**src/verilog/main_trigger_input_ctrl_consts.vh**
```
// Constants for the waveform playback trigger controller
`ifndef MAIN_TRIGGER_INPUT_CTRL_CONSTS_VH
`define MAIN_TRIGGER_INPUT_CTRL_CONSTS_VH

// Register byte offsets
`define REG_CTRL        8'h00
`define REG_REPEAT      8'h04
`define REG_STROBE      8'h08
`define REG_STATUS      8'h0c
`define REG_WAVE_LEN    8'h10

// Control register fields
`define CTRL_MODE_LO    0
`define CTRL_MODE_HI    1
`define CTRL_RETRIG     2
`define CTRL_SRC_LO     3
`define CTRL_SRC_HI     4
`define CTRL_SEGSRC_LO  5
`define CTRL_SEGSRC_HI  6
`define CTRL_MAIN_NEG   7
`define CTRL_SEG_NEG    8
`define CTRL_ENABLE     9
`define CTRL_MULTISEG   10

// Strobe register fields
`define STB_SOFT        0
`define STB_BUS         1

// Playback modes
`define MODE_CONT       2'h0
`define MODE_SINGLE     2'h1
`define MODE_REPEAT     2'h2

// Trigger sources
`define SRC_MANUAL      2'h0
`define SRC_EXTERNAL    2'h1
`define SRC_BUS         2'h2
`define SRC_AUTO        2'h3

// Reset values and repeat count limits
`define CTRL_RESET      11'h01c
`define REPEAT_RESET    7'h01
`define REPEAT_MIN      7'h01
`define REPEAT_MAX      7'h64
`define WAVE_LEN_RESET  16'h0040

// Retrigger spacing: 10 us plus 25 sample periods at 200 MHz
`define CLK_MHZ         200
`define RETRIG_GAP_US   10
`define RETRIG_GAP_SMP  25
`define RETRIG_GAP_CYC  (`RETRIG_GAP_US * `CLK_MHZ + `RETRIG_GAP_SMP)

`endif

```
**src/verilog/waveform_playback_trigger_control.v**
```verilog
// Trigger controller for a waveform playback engine with Wishbone registers
//
// Decided for this implementation: the register offsets and the Wishbone register port.
`timescale 1ns/1ps
`include "main_trigger_input_ctrl_consts.vh"
module waveform_playback_trigger_control #(
	parameter ADDR_W = 16,
	parameter GAP_CYC = `RETRIG_GAP_CYC
) (
	input  wire              clk,
	input  wire              rst,
	input  wire [7:0]        wb_adr_i,
	input  wire [31:0]       wb_dat_i,
	output reg  [31:0]       wb_dat_o,
	input  wire              wb_we_i,
	input  wire [3:0]        wb_sel_i,
	input  wire              wb_cyc_i,
	input  wire              wb_stb_i,
	output reg               wb_ack_o,
	input  wire              main_trigger_input,
	input  wire              segment_trigger_input,
	output reg               play_active,
	output reg               play_restart,
	output reg  [ADDR_W-1:0] sample_addr,
	output wire              run_status
);
	reg [10:0]       ctrl_reg;
	reg [6:0]        repeat_count;
	reg [15:0]       wave_len_reg;
	reg [1:0]        state_reg;
	reg [6:0]        pass_reg;
	reg [15:0]       gap_reg;
	reg              enable_last_reg;
	reg              soft_stb;
	reg              bus_stb;
	wire             main_pulse;
	wire             seg_pulse;

	localparam ST_IDLE = 2'h0;
	localparam ST_RUN  = 2'h1;
	localparam ST_DONE = 2'h2;

	wire [1:0] mode_sel    = ctrl_reg[`CTRL_MODE_HI:`CTRL_MODE_LO];
	wire [1:0] src_sel     = ctrl_reg[`CTRL_SRC_HI:`CTRL_SRC_LO];
	wire [1:0] seg_src_sel = ctrl_reg[`CTRL_SEGSRC_HI:`CTRL_SEGSRC_LO];
	wire       playback_enable = ctrl_reg[`CTRL_ENABLE];
	wire       retrigger_enable = ctrl_reg[`CTRL_RETRIG] | ctrl_reg[`CTRL_MULTISEG];
	wire       wb_req = wb_cyc_i & wb_stb_i & ~wb_ack_o;
	wire       wb_wr  = wb_req & wb_we_i;

	// repeat honoured only with automatic segment source
	wire [1:0] eff_mode = (mode_sel == `MODE_REPEAT && seg_src_sel != `SRC_AUTO) ?
		`MODE_CONT : mode_sel;

	// Clamp a requested repeat count into its legal range
	function [6:0] clamp_count;
		input [6:0] v;
		begin
			if (v < `REPEAT_MIN)
				clamp_count = `REPEAT_MIN;
			else if (v > `REPEAT_MAX)
				clamp_count = `REPEAT_MAX;
			else
				clamp_count = v;
		end
	endfunction

	// Main trigger pin conditioning
	edge_sync u_main_sync (
		.clk     (clk),
		.rst     (rst),
		.pin     (main_trigger_input),
		.falling (ctrl_reg[`CTRL_MAIN_NEG]),
		.pulse   (main_pulse)
	);

	// Segment trigger pin conditioning
	edge_sync u_seg_sync (
		.clk     (clk),
		.rst     (rst),
		.pin     (segment_trigger_input),
		.falling (ctrl_reg[`CTRL_SEG_NEG]),
		.pulse   (seg_pulse)
	);

	// four selectable trigger sources
	// Trigger event from the selected source
	reg main_trigger_input_event;
	always @* begin
		case (src_sel)
			`SRC_MANUAL:   main_trigger_input_event = soft_stb;
			// segment edge only with external source
			`SRC_EXTERNAL: main_trigger_input_event = main_pulse | (seg_pulse & seg_src_sel == `SRC_EXTERNAL);
			`SRC_BUS:      main_trigger_input_event = bus_stb;
			default:       main_trigger_input_event = 1'b0;
		endcase
	end

	wire enable_rise = playback_enable & ~enable_last_reg;
	wire auto_start  = (src_sel == `SRC_AUTO) & enable_rise;
	wire gap_ok      = (gap_reg == 16'h0000);
	wire last_sample = (sample_addr == wave_len_reg[ADDR_W-1:0] - {{(ADDR_W-1){1'b0}}, 1'b1});

	// Register writes and command strobes
	always @(posedge clk) begin
		if (rst) begin
			ctrl_reg     <= `CTRL_RESET;
			repeat_count <= `REPEAT_RESET;
			wave_len_reg <= `WAVE_LEN_RESET;
			soft_stb     <= 1'b0;
			bus_stb      <= 1'b0;
		end else begin
			soft_stb <= 1'b0;
			bus_stb  <= 1'b0;
			if (wb_wr && wb_adr_i == `REG_CTRL) begin
				if (wb_sel_i[0])
					ctrl_reg[7:0] <= wb_dat_i[7:0];
				if (wb_sel_i[1])
					ctrl_reg[10:8] <= wb_dat_i[10:8];
			end
			if (wb_wr && wb_adr_i == `REG_REPEAT && wb_sel_i[0])
				repeat_count <= clamp_count(wb_dat_i[6:0]);
			if (wb_wr && wb_adr_i == `REG_STROBE && wb_sel_i[0]) begin
				soft_stb <= wb_dat_i[`STB_SOFT];
				bus_stb  <= wb_dat_i[`STB_BUS];
			end
			if (wb_wr && wb_adr_i == `REG_WAVE_LEN) begin
				if (wb_sel_i[0])
					wave_len_reg[7:0] <= wb_dat_i[7:0];
				if (wb_sel_i[1])
					wave_len_reg[15:8] <= wb_dat_i[15:8];
			end
		end
	end

	// Bus read data and single-cycle acknowledge
	always @(posedge clk) begin
		if (rst) begin
			wb_ack_o <= 1'b0;
			wb_dat_o <= 32'h00000000;
		end else begin
			wb_ack_o <= wb_req;
			if (wb_req && !wb_we_i) begin
				case (wb_adr_i)
					`REG_CTRL:     wb_dat_o <= {21'h000000, ctrl_reg};
					`REG_REPEAT:   wb_dat_o <= {25'h0000000, repeat_count};
					`REG_STATUS:   wb_dat_o <= {23'h000000, pass_reg, state_reg};
					`REG_WAVE_LEN: wb_dat_o <= {16'h0000, wave_len_reg};
					default:       wb_dat_o <= 32'h00000000;
				endcase
			end
		end
	end

	assign run_status = (state_reg == ST_RUN);

	// Playback sequencer
	always @(posedge clk) begin
		if (rst) begin
			state_reg       <= ST_IDLE;
			pass_reg        <= 7'h00;
			gap_reg         <= 16'h0000;
			sample_addr     <= {ADDR_W{1'b0}};
			play_active     <= 1'b0;
			play_restart    <= 1'b0;
			enable_last_reg <= 1'b0;
		end else begin
			enable_last_reg <= playback_enable;
			play_restart    <= 1'b0;
			if (gap_reg != 16'h0000)
				gap_reg <= gap_reg - 16'h0001;
			if (!playback_enable) begin
				state_reg   <= ST_IDLE;
				play_active <= 1'b0;
				sample_addr <= {ADDR_W{1'b0}};
			end else begin
				case (state_reg)
					ST_IDLE, ST_DONE: begin
						// finished run restarts on trigger, or on enable rise with automatic source
						if (main_trigger_input_event || auto_start) begin
							state_reg    <= ST_RUN;
							pass_reg     <= 7'h00;
							sample_addr  <= {ADDR_W{1'b0}};
							play_active  <= 1'b1;
							play_restart <= 1'b1;
							gap_reg      <= GAP_CYC[15:0];
						end
					end
					ST_RUN: begin
						if (main_trigger_input_event && retrigger_enable && gap_ok) begin
							pass_reg     <= 7'h00;
							sample_addr  <= {ADDR_W{1'b0}};
							play_restart <= 1'b1;
							gap_reg      <= GAP_CYC[15:0];
						end else if (last_sample) begin
							sample_addr <= {ADDR_W{1'b0}};
							case (eff_mode)
								`MODE_SINGLE: begin
									state_reg   <= ST_DONE;
									play_active <= 1'b0;
								end
								`MODE_REPEAT: begin
									if (pass_reg + 7'h01 >= repeat_count) begin
										state_reg   <= ST_DONE;
										play_active <= 1'b0;
									end else begin
										pass_reg <= pass_reg + 7'h01;
									end
								end
								default: pass_reg <= pass_reg;
							endcase
						end else begin
							sample_addr <= sample_addr + {{(ADDR_W-1){1'b0}}, 1'b1};
						end
					end
					default: state_reg <= ST_IDLE;
				endcase
			end
		end
	end
endmodule

```
**src/verilog/edge_sync.v**
```verilog
// Two-stage synchroniser with selectable active edge detector
`timescale 1ns/1ps
module edge_sync (
	input  wire clk,
	input  wire rst,
	input  wire pin,
	input  wire falling,
	output reg  pulse
);
	reg meta_reg;
	reg sync_reg;
	reg last_reg;

	always @(posedge clk) begin
		if (rst) begin
			meta_reg <= 1'b0;
			sync_reg <= 1'b0;
			last_reg <= 1'b0;
			pulse    <= 1'b0;
		end else begin
			meta_reg <= pin;
			sync_reg <= meta_reg;
			last_reg <= sync_reg;
			pulse    <= falling ? (last_reg & ~sync_reg) : (sync_reg & ~last_reg);
		end
	end
endmodule

```
**config.mk**
```make
export PLATFORM = sky130hd
export DESIGN_NAME = waveform_playback_trigger_control
export DESIGN_NICKNAME = d
export VERILOG_FILES = /design/src/verilog/waveform_playback_trigger_control.v /design/src/verilog/edge_sync.v
export VERILOG_INCLUDE_DIRS = /design/src /design/src/verilog
export SDC_FILE = /design/constraint.sdc
export NUM_CORES = 1
export LEC_CHECK = 0
export ABC_AREA = 0
export BUFFER_PORTS_ARGS = -buffer_cell sky130_fd_sc_hd__buf_2
export CAP_MARGIN = 0
export CORE_MARGIN = 4
export CORE_UTILIZATION = 40
export CTS_BUF_LIST = sky130_fd_sc_hd__clkbuf_4
export DETAILED_ROUTE_END_ITERATION = 6
export GPL_ROUTABILITY_DRIVEN = 0
export GPL_TIMING_DRIVEN = 0
export PLACE_DENSITY = 0.64
export RECOVER_POWER = 100
export SKIP_CTS_REPAIR_TIMING = 1
export SLEW_MARGIN = 15
export SYNTH_ARGS = -nofsm -noshare
export SYNTH_HDL_FRONTEND = slang
export SYNTH_HIERARCHICAL = 1
export SYNTH_SLANG_ARGS = --single-unit
```
**constraint.sdc**
```tcl
create_clock -name clk -period 2.9 [get_ports clk]
set_input_delay 0.29 -clock clk [delete_from_list [all_inputs] [get_ports clk]]
set_output_delay 0.29 -clock clk [all_outputs]
set_load 0.005 [all_outputs]
```
* Word level (Yosys, flattened, before mapping) *
Cells that the tools add are included.

operators by class
  add/subtract/negate cells = 4
  $lt $le $gt $ge = 3
  equal/unequal tests = 23
  mux-type cells = 37
  bitwise operators = 20
  reduce and logical (&&, ||, !) cells = 29

operators by type and width
  operator               count
  $mux 16                7
  $pmux 16 s2            2
  $pmux 16 s4            1
  $mux 7                 7
  $sub 16x1->16 const B  2
  $add 16x1->16 const B  1
  $eq 16x16->1           1
  $eq 8x4->1 const B     2
  $logic_not 16->1       1
  $reduce_bool 16->1     1
  $pmux 7 s2             1
  $reduce_and 6->1       2
  $and 1x1->1            10
  $eq 2x2->1 const B     5
  $logic_and 1x1->1      10
  $mux 2                 5
  $reduce_and 2->1       5
  $ne 3x1->1 const B     3
  $eq 2x1->1 const B     4
  $eq 8x3->1 const B     1
  $eq 8x5->1 const B     1
  $logic_not 8->1        1
  $mux 1                 8
  $not 1->1              8
  other kinds (17)       27

word-level totals
  bits in registers = 121
  input port bits = 51
  word-level logic and storage cells = 140

* Depth between registers and ports, before layout *
  word-level depth = 9
  depth in mapped cells = 13

* Modules after synthesis *
Netlist, hierarchy kept.

by module, submodules not included
  module                             instances  cells each  area each (um^2)
  waveform_playback_trigger_control  1          647         5407.7
  edge_sync                          2          10          123.9

* Worst setup path before layout *
OpenSTA, ideal clock, no wires.

  kind = reg2reg
  from = reg pass_reg[0]
  to = reg state_reg[1]
  library setup time = 0.117 ns
  arrival = 2.637 ns
  required time = 2.783 ns
  setup slack = 0.146 ns
  stages on the path, launching flop included = 14
  path buffers = 0
  clock period less this slack = 2.754 ns
  cells stage by stage = dfxtp_1 > ha_1 > nand3_1 > nor3_1 > xnor2_1 > inv_1 > ha_1 > a211o_1 > a311oi_1 > o21ai_0 > nand3_1 > nor2_1 > and4b_1 > a32o_1

between the ends
  longest elaborated chain between the ends = 4

ends and longest elaborated chain
  element                            RTL line                                 RTL
  start: declaration                 waveform_playback_trigger_control.v:31   reg [6:0] pass_reg;
  start signal: assignment           waveform_playback_trigger_control.v:207  pass_reg <= pass_reg + 7'h01;
  start signal: assignment           waveform_playback_trigger_control.v:210  default: pass_reg <= pass_reg;
  $add 7x1->7                        waveform_playback_trigger_control.v:203  if (pass_reg + 7'h01 >= repeat_count) begin
  $ge 7x7->1                         waveform_playback_trigger_control.v:203
  $ne 3x3->1 (no source line)        -
  $reduce_and 5->1 (no source line)  -
  end signal: assignment             waveform_playback_trigger_control.v:199  state_reg <= ST_DONE;
  end signal: assignment             waveform_playback_trigger_control.v:204  state_reg <= ST_DONE;
  end signal: assignment             waveform_playback_trigger_control.v:216  default: state_reg <= ST_IDLE;
  end: declaration                   waveform_playback_trigger_control.v:30   reg [1:0] state_reg;

No other way between the ends.
A chain may end at the register's enable or synchronous reset.

* Worst setup path in the final report *
  from = reg pass_reg[0]
  to = reg pass_reg[4]

between the ends
  longest elaborated chain between the ends = 6

ends and longest elaborated chain
  element                                             RTL line
  $add 7x1->7 (*)                                     waveform_playback_trigger_control.v:203, waveform_playback_trigger_control.v:207
  branches (longest 5 deep; another with $ge 7x7->1)  -

Mark *: on every way between the ends. The select of a mux whose other input is x is not followed.

==> run summary <==
========================================================================================================
Status                                                                                         completed
H-tree lvl count                                                                                       3
Final HPWL from detailed placement                                                               11.5 mm
Initial antenna violation count                                                                        0
Number of endpoints with negative hold slack in the final report                                       0
Pin count of the biggest net entering global routing                                                  18
Kind of start point of the critical path                                                       flip-flop
Chip Width                                                                                        127 µm
Net switching power figure                                                                      0.987 mW
Clk sinks                                                                                            105
Most frequent cell after synthesis                                                          sky130_fd_sc_hd__dfxtp_1
Max-capacitance violation count                                                                        0
Sequential share of power                                                                          55.0%
Count of port buffers added during placement                                                          67
Number of routed nets with antenna violations                                                          0
Via count                                                                                           5119
Worst r2r path cells                                                                                  13
CTS tree                                                                                             yes
Most used flip-flop cell after synthesis                                                    sky130_fd_sc_hd__dfxtp_1
Final hold slack                                                                                 8.30 ps
Reg2reg setup slack                                                                               110 ps
Post-synth top area share                                                                          37.2%
Total setup violations reported at the end of the flow                                                 0
WL met2                                                                                          7.29 mm
Fin nets                                                                                             833
Total routing usage reported by global routing                                                     18.1%
Synthesized instance count                                                                           667
Instance count along the most critical hold path                                                       2
Total negative slack                                                                                0 ps
Switching power as a share of total power                                                          32.6%
Post-synth EDFFs                                                                                       0
DR pass1 iterations                                                                                    4
Power per cell area                                                                           463 mW/mm²
Highest clock frequency the design can meet                                                    0.358 GHz
First-pass GRT wire length                                                                       23.8 mm
Peak supply drop                                                                              0.000317 V
Via count of the first global-routing pass                                                          4983
Clock buffers created by TritonCTS                                                                     9
Area contributors post-synth                                                                sky130_fd_sc_hd__dfxtp_1 (37%), sky130_fd_sc_hd__mux2i_1 (5.7%), sky130_fd_sc_hd__nor2_1 (5.3%)
Deepest clock path buffer count                                                                        2
Fraction of the cycle the final worst path needs                                                   96.3%
Syn_area_per_cell                                                                               8.48 µm²
Start-to-end type of the worst setup path                                                     reg -> reg
Number of violations reported at the end of detailed-routing iteration 0                             316
Post-detailed-route DRC marker count                                                                   0
Cell accounting for the most synthesized area                                               sky130_fd_sc_hd__dfxtp_1
Number of vias per cell after detailed routing                                                      5.37
Fraction of layout instances using a drive strength above 1                                        17.3%
Pins over their slew limit                                                                             0
Hold endpoint                                                                               u_seg_sync/meta_reg
Die height                                                                                        127 µm
Worst slew slack as a fraction of its limit                                                        44.0%
Post-CTS clock slew at the launch and capture registers of the worst setup and hold paths         150 ps
Library cells used by synthesis                                                                       65
Data required time of the worst path                                                             3320 ps
Met3 Wirelength                                                                                   814 µm
PnR worst setup slack                                                                             108 ps
Min-Delay Path Class                                                                           in -> reg
Detailed-route wire length on metal 1                                                            6.43 mm
Worst setup slack before clock tree synthesis                                                    -475 ps
ANT cells                                                                                              0
Type of element capturing the critical path                                                    flip-flop
Reg-to-Reg End                                                                               pass_reg[4]
Tmin final                                                                                       2790 ps
Top routing layer in use                                                                            met4
Wire length per cell                                                                             15.5 µm
Ys Warns                                                                                               6
Worst-case clock skew                                                                            17.2 ps
Maximum fanout along the worst path                                                                    4
Post-synthesis sequential area ratio                                                               37.2%
Slew at the pin closest to its max-slew limit                                                     832 ps
Area Overhead vs Synth                                                                             15.5%
Aggregate global routing overflow                                                                      0
Detailed Route WL                                                                                14.8 mm
Boundary Pins                                                                                        103
Total standard cell area after synthesis                                                     0.00566 mm²
Initial cell density of the core                                                                   40.7%
Core footprint                                                                                0.0139 mm²
Worst R2R Start                                                                              pass_reg[0]
Count of state elements after synthesis                                                              105
Synth top cells by count                                                                    sky130_fd_sc_hd__dfxtp_1 (105), sky130_fd_sc_hd__nor2_1 (80), sky130_fd_sc_hd__nand2_1 (41)
Leakage                                                                                          2.55 nW
Beginning of the worst hold path                                                            segment_trigger_input
Part of the power in combinational logic                                                           22.9%
Root Driver                                                                                 sky130_fd_sc_hd__clkbuf_4
Cell Rows                                                                                             43
Int Pwr                                                                                          2.04 mW
Critical path arrival                                                                            3220 ps
Die area                                                                                      0.0161 mm²
Source-to-sink clock delay at the later pin of the worst-skew pair                                490 ps
Clock network fraction of total power                                                              22.1%
Share of synthesized flip-flops with an asynchronous set or reset                                     0%
========================================================================================================
-- cells in the final DEF, fill, tap and decap left out, types with 9 or more instances in the layout --
cell type                    n
sky130_fd_sc_hd__dfxtp_1   102
sky130_fd_sc_hd__nor2_1     80
sky130_fd_sc_hd__clkbuf_1   48
sky130_fd_sc_hd__buf_2      48
sky130_fd_sc_hd__nand2_1    41
sky130_fd_sc_hd__a21oi_1    41
sky130_fd_sc_hd__xnor2_1    33
sky130_fd_sc_hd__inv_1      32
sky130_fd_sc_hd__mux2i_1    32
sky130_fd_sc_hd__nor3_1     28
sky130_fd_sc_hd__buf_4      27
sky130_fd_sc_hd__nand3_1    21
sky130_fd_sc_hd__o21ai_0    18
sky130_fd_sc_hd__conb_1     16
sky130_fd_sc_hd__xor2_1     13
sky130_fd_sc_hd__nor2b_1    11
sky130_fd_sc_hd__ha_1       10
sky130_fd_sc_hd__nand4_1     9
sky130_fd_sc_hd__a22oi_1     9
sky130_fd_sc_hd__clkbuf_4    9
-- through the flow --
stage / instance area (µm²) / total power [mW] / utilization, % / instances
floorplan: 5710 / 2.17 / - / 682
global placement: 6270 / 2.31 / 45.2 / 929
detailed placement: 6270 / 2.33 / 45.2 / 929
CTS: 6380 / 3.00 / 46.0 / 944
global route: 6530 / 3.20 / 47.1 / 954
finish: 6530 / 3.02 / 47.1 / 954
-- cell families (layout without fill, tap and decap cells) --
group           after synthesis  after routing  synth area share, %
flops                       105            105                 37.2
mux                          34             34                 6.06
compound gates              120            120                 14.1
fa+ha+maj                    12             12                 2.65
buf+inv                      86            178                 7.70
other cells                   1             16               0.0663
xor+xnor                     46             46                 7.12
simple gates                263            263                 25.1
-- layer usage --
layer | vias to the layer above | GRT usage [%]
met1 | 2429 | 22.0
met5 | - | 0
met3 | 24 | 4.34
met4 | 0 | 4.79
met2 | 147 | 32.0
li1 | 2519 | -
-- final cells by class --
cell class | instances | area (µm²)
inverters | 32 | 120
repair buffers | 79 | 404
clock buffers | 9 | 67.6
flip-flops and latches | 105 | 2110
plain buffers | 52 | 294
multi-input cells | 491 | 3270
clock inverters | 6 | 42.5
well taps | 180 | 225
fillers | 1385 | 7350
-- worst max-delay path, stage by stage, from the launching register on --
cell and delay, ps:
sky130_fd_sc_hd__dfxtp_4 400, sky130_fd_sc_hd__ha_4 150, sky130_fd_sc_hd__nand3_2 100, sky130_fd_sc_hd__nor3_2 190
sky130_fd_sc_hd__xnor2_1 170, sky130_fd_sc_hd__inv_1 120, sky130_fd_sc_hd__ha_4 240, sky130_fd_sc_hd__a211o_1 300
sky130_fd_sc_hd__a311oi_2 210, sky130_fd_sc_hd__o21ai_2 150, sky130_fd_sc_hd__nor4_2 250, sky130_fd_sc_hd__buf_4 200
sky130_fd_sc_hd__nand4_1 150, sky130_fd_sc_hd__o21ai_1 110
-- power by group through the flow --
stage	Clock (mW)	Sequential (mW)	Combinational (mW)
finish	0.668	1.66	0.694
floorplan	0	1.65	0.521
global route	0.744	1.68	0.781
detailed placement	0	1.67	0.660
global placement	0	1.67	0.638
CTS	0.695	1.65	0.663
-- how the worst max path moves through the flow --
stage	end	slack [ps]	startpoint	depth (start not counted)
finish	pass_reg[4]	110	pass_reg[0]	13
global route	pass_reg[4]	-9	pass_reg[0]	14
CTS	pass_reg[5]	-530	pass_reg[0]	12
detailed placement	pass_reg[5]	-480	pass_reg[0]	12
global placement	pass_reg[0]	-340	pass_reg[0]	12
floorplan	state_reg[1]	150	pass_reg[0]	13
Power figures use the tool's default switching activity.
